## src/rtl/exec_pkg.sv

```systemverilog
// shared types and constants of the flag, transfer and control execution unit
package exec_pkg;

	// ------------------------------------------------------------
	// decoded operations
	// ------------------------------------------------------------
	typedef enum logic [4:0] {
		op_no_operation,
		op_sleep,
		op_watchdog_kick,
		op_break,
		op_sign_test_assert,
		op_sign_test_drop,
		op_overflow_assert,
		op_overflow_drop,
		op_transfer_flag_assert,
		op_transfer_flag_drop,
		op_half_carry_assert,
		op_half_carry_drop,
		op_register_copy,
		op_register_pair_copy,
		op_load_constant,
		op_indirect_read,
		op_offset_read,
		op_direct_memory_read,
		op_indirect_write,
		op_offset_write,
		op_direct_memory_write,
		op_program_memory_read,
		op_extended_code_read,
		op_program_memory_write,
		op_port_in,
		op_port_out,
		op_stack_push,
		op_stack_pop
	} op_e;

	typedef enum logic [1:0] {ptr_x, ptr_y, ptr_z} ptr_e;
	typedef enum logic [1:0] {mode_plain, mode_post_inc, mode_pre_dec} ptr_mode_e;

	// ------------------------------------------------------------
	// carriers
	// ------------------------------------------------------------
	typedef struct packed {
		op_e op;
		logic [4:0] dst;
		logic [4:0] src;
		ptr_e ptr;
		ptr_mode_e mode;
		logic implied_r0;
		logic [5:0] disp;
		logic [7:0] imm;
		logic [15:0] addr;
	} cmd_s;

	typedef struct packed {
		logic valid;
		logic write;
		logic [15:0] addr;
		logic [7:0] wdata;
	} dmem_req_s;

	typedef struct packed {
		logic valid;
		logic write;
		logic [23:0] addr;
		logic [15:0] wdata;
	} pmem_req_s;

	typedef struct packed {
		logic valid;
		logic [5:0] addr;
		logic [7:0] wdata;
	} io_req_s;

	// ------------------------------------------------------------
	// flag positions, indexes, reset values, timing
	// ------------------------------------------------------------
	localparam int unsigned FLAG_C = 0;
	localparam int unsigned FLAG_Z = 1;
	localparam int unsigned FLAG_N = 2;
	localparam int unsigned FLAG_V = 3;
	localparam int unsigned FLAG_S = 4;
	localparam int unsigned FLAG_H = 5;
	localparam int unsigned FLAG_T = 6;
	localparam int unsigned FLAG_I = 7;
	localparam logic [7:0] FLAGS_RESET = 8'h00;
	localparam logic [4:0] R0_INDEX = 5'h00;
	localparam logic [3:0] PAIR_R1_R0 = 4'h0;
	localparam logic [3:0] PAIR_X = 4'hD;
	localparam logic [3:0] PAIR_Y = 4'hE;
	localparam logic [3:0] PAIR_Z = 4'hF;
	localparam logic [15:0] STACK_PTR_RESET = 16'h00FF;
	localparam logic [7:0] CODE_PAGE_RESET = 8'h00;
	localparam logic [5:0] CODE_PAGE_PORT = 6'h3B;
	localparam int unsigned PROG_READ_CYCLES = 3;
	localparam logic [1:0] PROG_WAIT_LAST = 2'(PROG_READ_CYCLES - 2);

endpackage

```

## src/rtl/cpu_flag_transfer_control_exec.sv

```systemverilog
// execution unit for flag, data transfer and core control operations
`timescale 1ns/1ps
// What this block does
// (RULE1) sign flag set/clear, one cycle only
// (RULE2) overflow flag set/clear, one cycle only
// (RULE3) half-carry and transfer flag set/clear
// (RULE4) indirect read at pointer, optional post-increment
// (RULE5) pre-decrement read uses decremented pointer
// (RULE6) offset read at pointer plus displacement
// (RULE7) direct read at instruction address, two cycles
// (RULE8) indirect write with post-inc or pre-dec
// (RULE9) offset write leaves pointer untouched
// (RULE10) direct write to instruction address, two cycles
// (RULE11) program read via Z, three cycles
// (RULE12) extended read uses page above Z
// (RULE13) push stores source, flags untouched
// (RULE14) pop returns top byte, flags untouched
// (RULE15) watchdog kick one cycle, forwarded out
// (RULE16) break acted on only while debugging
// (RULE17) copies, constants, ports, no-op single cycle
// (RULE18) program write stalls until accepted
module cpu_flag_transfer_control_exec
(
	input wire logic clk_in,
	input wire logic rst_b_in,
	input wire logic cmd_valid_in,
	input wire exec_pkg::cmd_s cmd_in,
	output logic cmd_ready_out,
	input wire logic [7:0] dmem_rdata_in,
	input wire logic [7:0] pmem_rdata_in,
	input wire logic [7:0] io_rdata_in,
	input wire logic spm_ack_in,
	input wire logic debug_enable_in,
	input wire logic debug_resume_in,
	output exec_pkg::dmem_req_s dmem_req_out,
	output exec_pkg::pmem_req_s pmem_req_out,
	output exec_pkg::io_req_s io_req_out,
	output logic [7:0] flags_out,
	output logic [15:0] stack_ptr_out,
	output logic sleep_req_out,
	output logic watchdog_kick_out,
	output logic break_hit_out
);

	typedef enum logic [2:0] {st_idle, st_data, st_prog, st_spm, st_halt} state_e;

	state_e state_q;
	logic ready_q;
	logic [1:0] prog_cnt_q;
	logic [4:0] dst_q;
	logic [7:0] flags_q;
	logic [15:0] sp_q;
	logic [7:0] page_q;
	exec_pkg::dmem_req_s dmem_q;
	exec_pkg::pmem_req_s pmem_q;
	exec_pkg::io_req_s io_q;
	logic sleep_q;
	logic kick_q;
	logic brk_q;

	logic acc;
	exec_pkg::op_e op;
	logic is_data;
	logic is_prog;
	logic is_offset;
	logic ptr_moves;
	logic [3:0] ptr_idx;
	logic [3:0] pair_idx;
	logic [15:0] ptr_word;
	logic [15:0] pair_word;
	logic [7:0] src_byte;
	logic [23:0] step_base;
	logic [23:0] step_addr;
	logic [23:0] step_next;
	logic byte_we;
	logic [4:0] byte_idx;
	logic [7:0] byte_data;
	logic word_we;
	logic [3:0] word_idx;
	logic [15:0] word_data;

	// ------------------------------------------------------------
	// decode of the offered command
	// ------------------------------------------------------------
	assign acc = cmd_valid_in && ready_q;
	assign op = cmd_in.op;
	assign is_offset = op == exec_pkg::op_offset_read || op == exec_pkg::op_offset_write;
	assign is_prog = op == exec_pkg::op_program_memory_read || op == exec_pkg::op_extended_code_read;
	assign is_data = op inside {exec_pkg::op_indirect_read, exec_pkg::op_offset_read,
		exec_pkg::op_direct_memory_read, exec_pkg::op_indirect_write, exec_pkg::op_offset_write,
		exec_pkg::op_direct_memory_write, exec_pkg::op_stack_push, exec_pkg::op_stack_pop};
	assign ptr_moves = cmd_in.mode != exec_pkg::mode_plain && (is_prog
		|| op == exec_pkg::op_indirect_read || op == exec_pkg::op_indirect_write);
	assign pair_idx = op == exec_pkg::op_program_memory_write ? exec_pkg::PAIR_R1_R0
		: cmd_in.src[4:1];

	always_comb
	begin
		ptr_idx = exec_pkg::PAIR_Z;
		if (!is_prog && op != exec_pkg::op_program_memory_write)
		begin
			unique case (cmd_in.ptr)
				exec_pkg::ptr_x: ptr_idx = exec_pkg::PAIR_X;
				exec_pkg::ptr_y: ptr_idx = exec_pkg::PAIR_Y;
				exec_pkg::ptr_z: ptr_idx = exec_pkg::PAIR_Z;
				default: ptr_idx = exec_pkg::PAIR_Z;
			endcase
		end
	end

	// page only joins the pointer for the extended read
	assign step_base = op == exec_pkg::op_extended_code_read ? {page_q, ptr_word}
		: {8'h00, ptr_word};

	ptr_step u_step
	(
		.base_in(step_base),
		.mode_in(is_offset || op == exec_pkg::op_program_memory_write
			? exec_pkg::mode_plain : cmd_in.mode),
		.disp_in(is_offset ? cmd_in.disp : 6'h00),
		.addr_out(step_addr),
		.next_out(step_next)
	);

	// ------------------------------------------------------------
	// register file write steering
	// ------------------------------------------------------------
	always_comb
	begin
		byte_we = 1'b0;
		byte_idx = cmd_in.dst;
		byte_data = src_byte;
		word_we = 1'b0;
		word_idx = cmd_in.dst[4:1];
		word_data = pair_word;
		if (state_q == st_idle && acc)
		begin
			// (RULE17) single-cycle copies and loads
			unique case (op)
				exec_pkg::op_register_copy: byte_we = 1'b1;
				exec_pkg::op_register_pair_copy: word_we = 1'b1;
				exec_pkg::op_load_constant:
				begin
					byte_we = 1'b1;
					byte_data = cmd_in.imm;
				end
				exec_pkg::op_port_in:
				begin
					byte_we = 1'b1;
					byte_data = io_rdata_in;
				end
				default: byte_we = 1'b0;
			endcase
			// (RULE4) (RULE5) (RULE8) pointer write-back
			if (ptr_moves)
			begin
				word_we = 1'b1;
				word_idx = ptr_idx;
				word_data = step_next[15:0];
			end
		end
		else if (state_q == st_data && !dmem_q.write)
		begin
			byte_we = 1'b1;
			byte_idx = dst_q;
			byte_data = dmem_rdata_in;
		end
		else if (state_q == st_prog && prog_cnt_q == exec_pkg::PROG_WAIT_LAST)
		begin
			byte_we = 1'b1;
			byte_idx = dst_q;
			byte_data = pmem_rdata_in;
		end
	end

	gpr_file u_gpr
	(
		.clk_in(clk_in),
		.rst_b_in(rst_b_in),
		.byte_we_in(byte_we),
		.byte_idx_in(byte_idx),
		.byte_data_in(byte_data),
		.word_we_in(word_we),
		.word_idx_in(word_idx),
		.word_data_in(word_data),
		.rd_idx_in(cmd_in.src),
		.rd_out(src_byte),
		.pair_idx_in(pair_idx),
		.pair_out(pair_word),
		.ptr_idx_in(ptr_idx),
		.ptr_out(ptr_word)
	);

	// ------------------------------------------------------------
	// sequencing and stall
	// ------------------------------------------------------------
	always_ff @(posedge clk_in)
	begin
		if (!rst_b_in)
		begin
			state_q <= st_idle;
			ready_q <= 1'b1;
			prog_cnt_q <= 2'h0;
			dst_q <= exec_pkg::R0_INDEX;
		end
		else
		begin
			unique case (state_q)
				st_idle:
				begin
					// (RULE11) implied R0 only for program reads
					dst_q <= (is_prog && cmd_in.implied_r0) ? exec_pkg::R0_INDEX : cmd_in.dst;
					prog_cnt_q <= 2'h0;
					if (acc && is_data)
					begin
						state_q <= st_data;
						ready_q <= 1'b0;
					end
					else if (acc && is_prog)
					begin
						state_q <= st_prog;
						ready_q <= 1'b0;
					end
					else if (acc && op == exec_pkg::op_program_memory_write)
					begin
						state_q <= st_spm;
						ready_q <= 1'b0;
					end
					// (RULE16) halt only with debugging on
					else if (acc && op == exec_pkg::op_break && debug_enable_in)
					begin
						state_q <= st_halt;
						ready_q <= 1'b0;
					end
				end
				st_data:
				begin
					state_q <= st_idle;
					ready_q <= 1'b1;
				end
				// (RULE11) three-cycle program read
				st_prog:
				begin
					prog_cnt_q <= prog_cnt_q + 2'h1;
					if (prog_cnt_q == exec_pkg::PROG_WAIT_LAST)
					begin
						state_q <= st_idle;
						ready_q <= 1'b1;
					end
				end
				// (RULE18) stall until write accepted
				st_spm:
				begin
					if (spm_ack_in)
					begin
						state_q <= st_idle;
						ready_q <= 1'b1;
					end
				end
				st_halt:
				begin
					if (debug_resume_in)
					begin
						state_q <= st_idle;
						ready_q <= 1'b1;
					end
				end
			endcase
		end
	end

	// ------------------------------------------------------------
	// flag register
	// ------------------------------------------------------------
	always_ff @(posedge clk_in)
	begin
		if (!rst_b_in)
			flags_q <= exec_pkg::FLAGS_RESET;
		else if (acc)
		begin
			// (RULE1) (RULE2) (RULE3) one flag per op
			unique case (op)
				exec_pkg::op_sign_test_assert: flags_q[exec_pkg::FLAG_S] <= 1'b1;
				exec_pkg::op_sign_test_drop: flags_q[exec_pkg::FLAG_S] <= 1'b0;
				exec_pkg::op_overflow_assert: flags_q[exec_pkg::FLAG_V] <= 1'b1;
				exec_pkg::op_overflow_drop: flags_q[exec_pkg::FLAG_V] <= 1'b0;
				exec_pkg::op_transfer_flag_assert: flags_q[exec_pkg::FLAG_T] <= 1'b1;
				exec_pkg::op_transfer_flag_drop: flags_q[exec_pkg::FLAG_T] <= 1'b0;
				exec_pkg::op_half_carry_assert: flags_q[exec_pkg::FLAG_H] <= 1'b1;
				exec_pkg::op_half_carry_drop: flags_q[exec_pkg::FLAG_H] <= 1'b0;
				default: flags_q <= flags_q;
			endcase
		end
	end

	// ------------------------------------------------------------
	// data memory and stack
	// ------------------------------------------------------------
	always_ff @(posedge clk_in)
	begin
		if (!rst_b_in)
		begin
			dmem_q <= '0;
			sp_q <= exec_pkg::STACK_PTR_RESET;
		end
		else if (state_q == st_idle && acc && is_data)
		begin
			dmem_q.valid <= 1'b1;
			dmem_q.wdata <= src_byte;
			unique case (op)
				// (RULE7) (RULE10) address from the instruction
				exec_pkg::op_direct_memory_read, exec_pkg::op_direct_memory_write:
				begin
					dmem_q.write <= op == exec_pkg::op_direct_memory_write;
					dmem_q.addr <= cmd_in.addr;
				end
				// (RULE13) push at stack pointer
				exec_pkg::op_stack_push:
				begin
					dmem_q.write <= 1'b1;
					dmem_q.addr <= sp_q;
					sp_q <= sp_q - 16'h0001;
				end
				// (RULE14) pop from stack pointer plus one
				exec_pkg::op_stack_pop:
				begin
					dmem_q.write <= 1'b0;
					dmem_q.addr <= sp_q + 16'h0001;
					sp_q <= sp_q + 16'h0001;
				end
				// (RULE6) (RULE9) pointer plus displacement
				default:
				begin
					dmem_q.write <= op == exec_pkg::op_indirect_write
						|| op == exec_pkg::op_offset_write;
					dmem_q.addr <= step_addr[15:0];
				end
			endcase
		end
		else if (state_q == st_data)
			dmem_q.valid <= 1'b0;
	end

	// ------------------------------------------------------------
	// program memory and code page
	// ------------------------------------------------------------
	always_ff @(posedge clk_in)
	begin
		if (!rst_b_in)
		begin
			pmem_q <= '0;
			page_q <= exec_pkg::CODE_PAGE_RESET;
		end
		else if (state_q == st_idle && acc && (is_prog || op == exec_pkg::op_program_memory_write))
		begin
			pmem_q.valid <= 1'b1;
			pmem_q.write <= op == exec_pkg::op_program_memory_write;
			pmem_q.addr <= step_addr;
			pmem_q.wdata <= pair_word;
			// (RULE12) page advances with Z
			if (op == exec_pkg::op_extended_code_read && ptr_moves)
				page_q <= step_next[23:16];
		end
		else
		begin
			if ((state_q == st_prog && prog_cnt_q == exec_pkg::PROG_WAIT_LAST)
				|| (state_q == st_spm && spm_ack_in))
				pmem_q.valid <= 1'b0;
			if (acc && op == exec_pkg::op_port_out && cmd_in.addr[5:0] == exec_pkg::CODE_PAGE_PORT)
				page_q <= src_byte;
		end
	end

	// ------------------------------------------------------------
	// port writes and control pulses
	// ------------------------------------------------------------
	always_ff @(posedge clk_in)
	begin
		if (!rst_b_in)
		begin
			io_q <= '0;
			sleep_q <= 1'b0;
			kick_q <= 1'b0;
			brk_q <= 1'b0;
		end
		else
		begin
			io_q.valid <= acc && op == exec_pkg::op_port_out;
			io_q.addr <= cmd_in.addr[5:0];
			io_q.wdata <= src_byte;
			sleep_q <= acc && op == exec_pkg::op_sleep;
			// (RULE15) kick forwarded to watchdog
			kick_q <= acc && op == exec_pkg::op_watchdog_kick;
			brk_q <= acc && op == exec_pkg::op_break && debug_enable_in;
		end
	end

	assign cmd_ready_out = ready_q;
	assign dmem_req_out = dmem_q;
	assign pmem_req_out = pmem_q;
	assign io_req_out = io_q;
	assign flags_out = flags_q;
	assign stack_ptr_out = sp_q;
	assign sleep_req_out = sleep_q;
	assign watchdog_kick_out = kick_q;
	assign break_hit_out = brk_q;
endmodule // cpu_flag_transfer_control_exec

```

## src/rtl/gpr_file.sv

```systemverilog
// 32 x 8 working register file with byte and pair ports
`timescale 1ns/1ps
module gpr_file
(
	input wire logic clk_in,
	input wire logic rst_b_in,
	input wire logic byte_we_in,
	input wire logic [4:0] byte_idx_in,
	input wire logic [7:0] byte_data_in,
	input wire logic word_we_in,
	input wire logic [3:0] word_idx_in,
	input wire logic [15:0] word_data_in,
	input wire logic [4:0] rd_idx_in,
	output logic [7:0] rd_out,
	input wire logic [3:0] pair_idx_in,
	output logic [15:0] pair_out,
	input wire logic [3:0] ptr_idx_in,
	output logic [15:0] ptr_out
);

	logic [7:0] regs [32];

	// byte port wins over pair port on the same entry
	for (genvar g = 0; g < 32; g++)
	begin : g_reg
		always_ff @(posedge clk_in)
		begin
			if (!rst_b_in)
				regs[g] <= 8'h00;
			else if (byte_we_in && byte_idx_in == 5'(g))
				regs[g] <= byte_data_in;
			else if (word_we_in && word_idx_in == 4'(g / 2))
				regs[g] <= word_data_in[8 * (g % 2) +: 8];
		end
	end

	assign rd_out = regs[rd_idx_in];
	assign pair_out = {regs[{pair_idx_in, 1'b1}], regs[{pair_idx_in, 1'b0}]};
	assign ptr_out = {regs[{ptr_idx_in, 1'b1}], regs[{ptr_idx_in, 1'b0}]};

endmodule // gpr_file

```

## src/rtl/ptr_step.sv

```systemverilog
// pointer address and next-pointer arithmetic
`timescale 1ns/1ps
module ptr_step
(
	input wire logic [23:0] base_in,
	input wire exec_pkg::ptr_mode_e mode_in,
	input wire logic [5:0] disp_in,
	output logic [23:0] addr_out,
	output logic [23:0] next_out
);

	always_comb
	begin
		addr_out = base_in + {18'h00000, disp_in};
		next_out = base_in;
		unique case (mode_in)
			exec_pkg::mode_plain:
			begin
				next_out = base_in;
			end
			exec_pkg::mode_post_inc:
			begin
				addr_out = base_in;
				next_out = base_in + 24'h000001;
			end
			exec_pkg::mode_pre_dec:
			begin
				next_out = base_in - 24'h000001;
				addr_out = base_in - 24'h000001;
			end
			default:
			begin
				addr_out = base_in;
			end
		endcase
	end

endmodule // ptr_step
```

## config.mk

```make
export PLATFORM = sky130hd
export DESIGN_NAME = cpu_flag_transfer_control_exec
export DESIGN_NICKNAME = d
export VERILOG_FILES = /design/src/rtl/exec_pkg.sv /design/src/rtl/cpu_flag_transfer_control_exec.sv /design/src/rtl/gpr_file.sv /design/src/rtl/ptr_step.sv
export SDC_FILE = /design/constraint.sdc
export NUM_CORES = 1
export LEC_CHECK = 0
export BUFFER_PORTS_ARGS = -buffer_cell sky130_fd_sc_hd__buf_2
export CAP_MARGIN = 20
export CORE_ASPECT_RATIO = 0.8
export CORE_MARGIN = 2
export CORE_UTILIZATION = 45
export DETAILED_ROUTE_END_ITERATION = 7
export PLACE_DENSITY = 0.72
export SLEW_MARGIN = 15
export SYNTH_ARGS = -nofsm -noshare
export SYNTH_HDL_FRONTEND = slang
export SYNTH_HIERARCHICAL = 1
export SYNTH_SLANG_ARGS = --single-unit
```

## constraint.sdc

```tcl
create_clock -name clk_in -period 11.8 [get_ports clk_in]
set_input_delay 2.36 -clock clk_in [delete_from_list [all_inputs] [get_ports clk_in]]
set_output_delay 2.36 -clock clk_in [all_outputs]
set_load 0.03 [all_outputs]
```

==> out/qor.txt, run 1 <==
Startpoint kind of the worst setup timing path: primary input
Total global routing track utilization: 33.9%
Area inside the core boundary: 58,200 um2
CP max FO: 36
Sink count of the clock tree: 381
Remaining max-slew budget at the tightest pin: 14.1%
1st-iter DRT viols: 4,118
Wirelength, routed: 105,000 um
Buffering stage count on the worst path with inverters included: 2
Antenna violation net count after detailed routing: 0
Cell area after technology mapping: 26,500 um2
Initial standard-cell utilization of the core: 45.5%
Post-synth EDFFs: 256
Violations in the final reports: design-rule violations
Routed wire length per instance: 32.6 um
Die height: 221 um
Number of unique standard cell types used by synthesis: 105
Setup TNS: 0 ns
Worst supply voltage drop on vdd: 0.116 mV
Initial antenna violation count: 9
Die footprint: 60,900 um2
Final number of setup-violating endpoints: 0
Post-CTS clock slew at the launch and capture registers of the worst setup and hold paths: 0.06 ns
Critical path capture point type: register
Global-route wire length before repair: 151,000 um
Setup repair bufs after CTS: 0
Gate family responsible for the most delay along the worst path: simple AND/OR/NAND/NOR gates
Post-route DRC violation count: 23
Top FF cell, synth: sky130_fd_sc_hd__edfxtp_1
Most repeated library cell on the critical path: sky130_fd_sc_hd__nor2_1
Fin Clk Skew: 0.0198 ns
Period Utilization, post-route: 67.4%
Global-route congestion overflow total: 0
Vias per cell: 7.32
Highest cell delay on the worst timing path: 0.74 ns
Smallest hold slack: 0.450 ns
Critical setup path kind: primary input to register
Root Buffer: sky130_fd_sc_hd__clkbuf_16
Number of input and output port buffers inserted: 186
Number of maximum-capacitance constraint violations: 0
Synth warnings: 6
Max Transition Viols Final: 0
Fraction of the yosys area taken by sequential cells: 38.5%
Static leakage power: 10.4 nW
Final-stage net count: 2,517
Setup repair after global routing missed its margin: false
Run status: complete, but fails checks
Gate count after technology mapping: 2,383
Worst-Skew Late Latency: 0.59 ns
Largest net degree at the start of global routing: 74
Synthesized flop and latch total: 381
Data arrival time at the worst-slack endpoint: 8.28 ns
Vias in the first global route: 21,754
Post-placement cell area: 27,700 um2
Bufs on Longest Clock Path: 3
Final std cell area, no fill: 29,100 um2
Final HPWL DP: 75,000 um
Setup WS pre-CTS: 3.38 ns
Number of iterations in the first detailed-routing pass: 8
Number of gates resized after cts: 0
Final worst path period need: 7.95 ns
Relative area change from synthesis to final layout: 9.99%
Tightest Pin Transition: 1.29 ns
CTS tree: yes
Row count: 79
TritonCTS buffer count: 41
Gp weighted congestion: 1.03
Ratio of cells with drive above 1 in the final layout: 25.8%
Number of top-level pins: 191
Chain of cells forming the critical path: buf_2, nand3b_1, nor2_1, nor2_1, nand2_4, buf_4, mux4_2, mux4_2, nor2_1, nand2_1, nor3_1, a21oi_1, o21ai_0, o311ai_0, mux2_1, a22o_1
Type of the most critical hold path: register to register
Power density normalized to cell area: 129 nW/um2
Hold-fix buffers at CTS: 0
Fmax: 0.126 GHz
Die boundary width: 275 um
Vias after detailed routing: 23,629
Data required time at the worst endpoint: 12.13 ns
CTS HTree Levels: 2
PnR worst setup slack: 3.85 ns
Synth async-reset ratio: 0%
Final Hold Fails: 0
Slowest CP cell: sky130_fd_sc_hd__buf_4
Average cell area after synthesis: 11.1 um2
## state kept, by name, summed over array words and instances, names as in the netlist, 2 cells and up
| register | count |
|---|---|
| dmem_req_out | 26 |
| io_req_out | 15 |
| u_gpr/regs | 256 |
| prog_cnt_q | 2 |
| pmem_req_out | 42 |
| state_q | 3 |
| dst_q | 5 |
| page_q | 8 |
| flags_out | 4 |
| stack_ptr_out | 16 |
## stage by stage
step                instances  power, mW  utilization (%)
floorplan                2387       2.09                -
global placement         3136       2.40             47.5
detailed placement       3138       2.41             47.5
CTS                      3212       3.71             49.9
global route             3225       3.83             50.0
finish                   3230       3.76             50.1
## final timing paths
kind / from / end / slack (ns) / depth (start not counted)
max reg2reg: state_q[1] / u_gpr/regs[24][6] / 7.10 / 9
min: pmem_req_out[20] / pmem_req_out[20] / 0.45 / 2
max: cmd_in[48] / u_gpr/regs[23][6] / 3.85 / 16
min reg2reg: pmem_req_out[20] / pmem_req_out[20] / 0.45 / 2
## power breakdown
group          leakage (nW)  switching [mW]  total [mW]  internal, mW
registers              3.66          0.0378        1.51          1.47
logic                  6.06           0.667       0.940         0.273
clock network         0.660           0.574        1.31         0.739
## cells by family after synthesis
family	Yosys count	share of synthesized area (%)
and+or+nand+nor	707	13.7
AOI/OAI and AO/OA	674	18.6
DFF	381	38.5
muxes	306	23.0
buffers and inverters	270	4.56
xor gates and xnor gates	28	0.925
adders and majority gates	15	0.737
other	2	0.0283
## cell usage after synthesis (all sizes together), types with 14 or more instances
cell / count / share of area (%)
a31oi: 23 / 0.54
mux2i: 33 / 1.2
a22oi: 20 / 0.57
o21ai: 100 / 1.9
a22o: 257 / 8.5
clkbuf: 124 / 1.8
edfxtp: 256 / 29
nor4: 21 / 0.78
nor2: 164 / 2.3
xnor2: 17 / 0.56
and2: 35 / 0.84
nor2b: 15 / 0.35
nor3: 43 / 1.1
mux4: 240 / 20
nand2: 253 / 3.6
and3: 21 / 0.52
o211ai: 17 / 0.48
buf: 122 / 2.5
nand4: 15 / 0.46
nand2b: 24 / 0.59
dfxtp: 125 / 9.4
mux2: 33 / 1.4
ha: 14 / 0.66
nand3: 53 / 1.1
a21oi: 138 / 2.7
inv: 20 / 0.28
## worst reg2reg max path, stage by stage (launching register included)
cell	delay [ns]
sky130_fd_sc_hd__dfxtp_1	0.44
sky130_fd_sc_hd__or3_1	0.64
sky130_fd_sc_hd__nor3_2	0.29
sky130_fd_sc_hd__a21boi_2	0.22
sky130_fd_sc_hd__buf_4	0.39
sky130_fd_sc_hd__mux2_2	0.53
sky130_fd_sc_hd__nor2_1	0.55
sky130_fd_sc_hd__nand2_1	0.22
sky130_fd_sc_hd__a21oi_1	1.00
sky130_fd_sc_hd__a22o_1	0.26
## per-layer routing
layer,share of wire (%),track usage (%),up-vias
met5,0.34,2.39,-
met4,4.3,12.0,8
met3,18,16.0,302
met2,40,46.0,2102
met1,37,46.9,11671
li1,-,-,9546
## final cells by class
type	instances	area (um2)
Antenna cell	8	20.0
Timing Repair Buffer	238	1330
Inverter	24	90.1
Fill cell	5059	29100
Clock buffer	54	1160
Multi-Input combinational cell	1736	15200
Tap cell	769	962
Sequential cell	381	10200
Clock inverter	20	193
## cells in the final DEF, fill, tap and decap left out, types with 10 or more instances in the layout
cell type,n
sky130_fd_sc_hd__inv_1,20
sky130_fd_sc_hd__buf_4,49
sky130_fd_sc_hd__mux2_2,15
sky130_fd_sc_hd__nor3_1,31
sky130_fd_sc_hd__nand2_1,249
sky130_fd_sc_hd__o21ai_0,73
sky130_fd_sc_hd__mux4_2,240
sky130_fd_sc_hd__o211ai_1,17
sky130_fd_sc_hd__nand2b_1,23
sky130_fd_sc_hd__buf_2,186
sky130_fd_sc_hd__a311oi_1,11
sky130_fd_sc_hd__a21oi_1,127
sky130_fd_sc_hd__a22oi_1,20
sky130_fd_sc_hd__a211oi_1,10
sky130_fd_sc_hd__clkbuf_16,42
sky130_fd_sc_hd__nor4_1,13
sky130_fd_sc_hd__ha_1,14
sky130_fd_sc_hd__xor2_1,11
sky130_fd_sc_hd__nand4_1,12
sky130_fd_sc_hd__dfxtp_1,125
sky130_fd_sc_hd__edfxtp_1,256
sky130_fd_sc_hd__mux2_1,18
sky130_fd_sc_hd__xnor2_1,17
sky130_fd_sc_hd__a41oi_1,11
sky130_fd_sc_hd__a21oi_2,10
sky130_fd_sc_hd__o21ai_1,25
sky130_fd_sc_hd__and2_1,32
sky130_fd_sc_hd__nor2_1,162
sky130_fd_sc_hd__nand3_1,50
sky130_fd_sc_hd__a22o_1,256
sky130_fd_sc_hd__nor2b_1,12
sky130_fd_sc_hd__a31oi_1,23
sky130_fd_sc_hd__mux2i_1,33
sky130_fd_sc_hd__nand3b_1,10
sky130_fd_sc_hd__and3_1,19
Note: power is estimated with default switching activity, not from simulation.
==> run 2: changes to the inputs <==
--- a/config.mk
+++ b/config.mk
@@ -11,7 +11,7 @@
 export CORE_MARGIN = 2
 export CORE_UTILIZATION = 45
 export DETAILED_ROUTE_END_ITERATION = 7
-export PLACE_DENSITY = 0.72
+export PLACE_DENSITY = 0.75
 export SLEW_MARGIN = 15
 export SYNTH_ARGS = -nofsm -noshare
 export SYNTH_HDL_FRONTEND = slang
==> constraint.sdc (replaced) <==
create_clock -name clk_in -period 6.4 [get_ports clk_in]
set_input_delay 1.28 -clock clk_in [delete_from_list [all_inputs] [get_ports clk_in]]
set_output_delay 1.28 -clock clk_in [all_outputs]
set_load 0.03 [all_outputs]
==> run 2 against run 1 <==
- the run now ends clean
- register-to-register slack got worse by 5.1 ns
- non-clock buffer count grew 43
- critical path depth increased by 1
- power increased by 82%
- combinational power is 83% higher
- first-iteration DRC count rose by 14%
- clock skew up 0.021 ns
- worst setup slack worse by 3.4 ns
- critical path type unchanged
- largest cell class unchanged
==> out/qor.txt, run 2 (same netlist as run 1, synthesis figures left out) <==
Reg-to-reg slack, setup: 1.96 ns (was 7.10 ns)
Final worst path period need: 5.95 ns
Critical setup path kind: primary input to register (unchanged)
PnR worst setup slack: 0.454 ns (was 3.85 ns)
Launching point of the worst reg2reg path: state_q[2] (was state_q[1])
Die boundary width: 275 um (unchanged)
Row count: 79 (unchanged)
Final std cell area, no fill: 29,400 um2 (was 29,100 um2)
Root Buffer: sky130_fd_sc_hd__clkbuf_16 (unchanged)
Critical path capture point type: register (unchanged)
Smallest hold slack: 0.454 ns (was 0.450 ns)
Fin cells: 3,273 (was 3,230)
Worst-Skew Late Latency: 0.60 ns (was 0.59 ns)
CP max FO: 16 (was 36)
Type of the most critical hold path: register to register (unchanged)
Final-stage net count: 2,562 (was 2,517)
Logic pwr share: 25.0% (about the same)
Most frequent cells in the layout: sky130_fd_sc_hd__a22o_1, sky130_fd_sc_hd__edfxtp_1, sky130_fd_sc_hd__nand2_1, sky130_fd_sc_hd__mux4_2, sky130_fd_sc_hd__buf_2 (unchanged)
Relative area change from synthesis to final layout: 11.1% (was 9.99%)
Gp weighted congestion: 1.07 (was 1.03)
Worst hold path startpoint: pmem_req_out[32] (was pmem_req_out[20])
Number of gates resized after cts: 0 (unchanged)
Fin Clk Skew: 0.0403 ns (was 0.0198 ns)
End point of the worst hold path: pmem_req_out[32] (was pmem_req_out[20])
Post-placement cell area: 28,100 um2 (was 27,700 um2)
Net Sw Power: 2.30 mW (was 1.28 mW)
Setup WS pre-CTS: 0.120 ns (was 3.38 ns)
TritonCTS buffer count: 43 (was 41)
Slowest CP cell: sky130_fd_sc_hd__mux2_1 (was sky130_fd_sc_hd__buf_4)
Wirelength, routed: 103,000 um (was 105,000 um)
Internal power of the cells: 4.55 mW (was 2.48 mW)
Global-route congestion overflow total: 0 (unchanged)
Max Transition Viols Final: 0 (unchanged)
Largest net degree at the start of global routing: 68 (was 74)
Total Power: 6.85 mW (was 3.76 mW)
Die footprint: 60,900 um2 (unchanged)
Utilization after layout: 50.6% (was 50.1%)
Highest cell delay on the worst timing path: 0.64 ns (was 0.74 ns)
Hold-fix buffers at CTS: 0 (unchanged)
Vias per cell: 7.27 (was 7.32)
Number of top-level pins: 191 (unchanged)
Bufs on Longest Clock Path: 3 (unchanged)
Antenna violation net count after detailed routing: 0 (unchanged)
Final number of setup-violating endpoints: 0 (unchanged)
Total global routing track utilization: 33.2% (was 33.9%)
Routed wire length per instance: 31.4 um (was 32.6 um)
Vias in the first global route: 22,214 (was 21,754)
Flip-flop count of the largest register after layout: 256 (unchanged)
Post-CTS clock slew at the launch and capture registers of the worst setup and hold paths: 0.06 ns (about the same)
Post-route DRC violation count: 0 (was 23)
Register with the highest flop count: u_gpr/regs (unchanged)
Data required time at the worst endpoint: 6.85 ns (was 12.13 ns)
Endpoint of the most critical register-to-register path: u_gpr/regs[27][5] (was u_gpr/regs[24][6])
Remaining max-slew budget at the tightest pin: 17.5% (was 14.1%)
Vias after detailed routing: 23,798 (was 23,629)
Total instance count after detailed placement: 3,188 (was 3,138)
Initial antenna violation count: 3 (was 9)
Switching share of total power: 33.6% (was 34.0%)
Initial standard-cell utilization of the core: 45.5% (unchanged)
Number of iterations in the first detailed-routing pass: 7 (was 8)
Clock power share: 34.3% (was 34.9%)
Final HPWL DP: 74,700 um (was 75,000 um)
Run status: finished clean (was complete, but fails checks)
CTS HTree Levels: 2 (unchanged)
Fmax: 0.168 GHz
Static leakage power: 10.6 nW (was 10.4 nW)
Worst supply voltage drop on vdd: 0.215 mV (was 0.116 mV)
Sink count of the clock tree: 381 (unchanged)
Count of cells along the worst register-to-register path: 9 (unchanged)
Die height: 221 um (unchanged)
1st-iter DRT viols: 4,713 (was 4,118)
Setup repair after global routing missed its margin: false (unchanged)
Worst hold stages: 2 (unchanged)
Chain of cells forming the critical path: buf_2, nand3b_1, nor2_1, nor2_1, nand2_4, mux4_2, mux4_2, inv_1, ha_1, nor4b_4, and2_1, nand2_1, o22ai_1, a21oi_1, a41oi_1, mux2_1, a22o_1 (was buf_2, nand3b_1, nor2_1, nor2_1, nand2_4, buf_4, mux4_2, mux4_2, nor2_1, nand2_1, nor3_1, a21oi_1, o21ai_0, o311ai_0, mux2_1, a22o_1)
Register share of total power: 40.6% (was 40.1%)
Final Hold Fails: 0 (unchanged)
Number of maximum-capacitance constraint violations: 0 (unchanged)
Setup TNS: 0 ns (unchanged)
Setup repair bufs after CTS: 0 (unchanged)
Global-route wire length before repair: 150,000 um (was 151,000 um)
Number of input and output port buffers inserted: 186 (unchanged)
Area inside the core boundary: 58,200 um2 (unchanged)
Startpoint kind of the worst setup timing path: primary input (unchanged)
Ratio of cells with drive above 1 in the final layout: 26.8% (was 25.8%)
Period Utilization, post-route: 92.9%
Final-layout fill cell count: 5,097 (was 5,059)
Data arrival time at the worst-slack endpoint: 6.39 ns (was 8.28 ns)
CTS tree: yes (unchanged)
Power density normalized to cell area: 233 nW/um2 (was 129 nW/um2)
Tightest Pin Transition: 1.24 ns (was 1.29 ns)
[run 2: power by group through the flow]
stage | clock, mW | sequential (mW) | combinational [mW]
final | 2.35 | 2.78 | 1.72
after global routing | 2.45 | 2.79 | 1.75
after CTS | 2.37 | 2.78 | 1.63
after detailed placement | 0 | 2.83 | 1.62
after global placement | 0 | 2.82 | 1.60
after floorplan | 0 | 2.85 | 1.01
[run 2: layout make-up]
| cell class | instances | area [um2] | share of cell area, % |
|---|---|---|---|
| clock buffer | 65 | 1210 | 4.11 |
| clock inverter | 13 | 92.6 | 0.314 |
| timing repair buffer | 281 | 1690 | 5.75 |
| inverter | 24 | 90.1 | 0.306 |
| sequential | 381 | 10200 | 34.6 |
| tap | 769 | 962 | 3.27 |
| multi-input combinational | 1736 | 15200 | 51.6 |
| antenna | 4 | 10.0 | 0.0340 |
[run 2: layer usage]
layer | vias up | track usage (%) | share of wire (%)
li1 | 9626 | - | -
met1 | 11599 | 46.0 | 36
met2 | 2235 | 46.7 | 42
met3 | 338 | 12.9 | 17
met4 | 0 | 12.5 | 4.8
met5 | - | 0 | 0
[run 2: worst max path at each step]
| stage | startpoint | depth (start not counted) | to | slack [ns] |
|---|---|---|---|---|
| after floorplan | cmd_in[48] | 21 | u_gpr/regs[11][2] | 0.39 |
| after global placement | cmd_in[48] | 16 | dmem_req_out[17] | 0.20 |
| after detailed placement | cmd_in[48] | 17 | u_gpr/regs[1][2] | 0.12 |
| after CTS | cmd_in[48] | 17 | u_gpr/regs[11][4] | 0.71 |
| after global routing | cmd_in[48] | 17 | u_gpr/regs[11][4] | 0.26 |
| final | cmd_in[48] | 17 | u_gpr/regs[11][4] | 0.45 |
[run 2: worst max-delay path: cells and delay by family]
kind | cells | cell delay, ns
adders and majority gates | 1 | 0.19
AOI/OAI and AO/OA | 4 | 0.79
and+or+nand+nor | 7 | 2.08
muxes | 3 | 1.74
buffers and inverters | 2 | 0.27
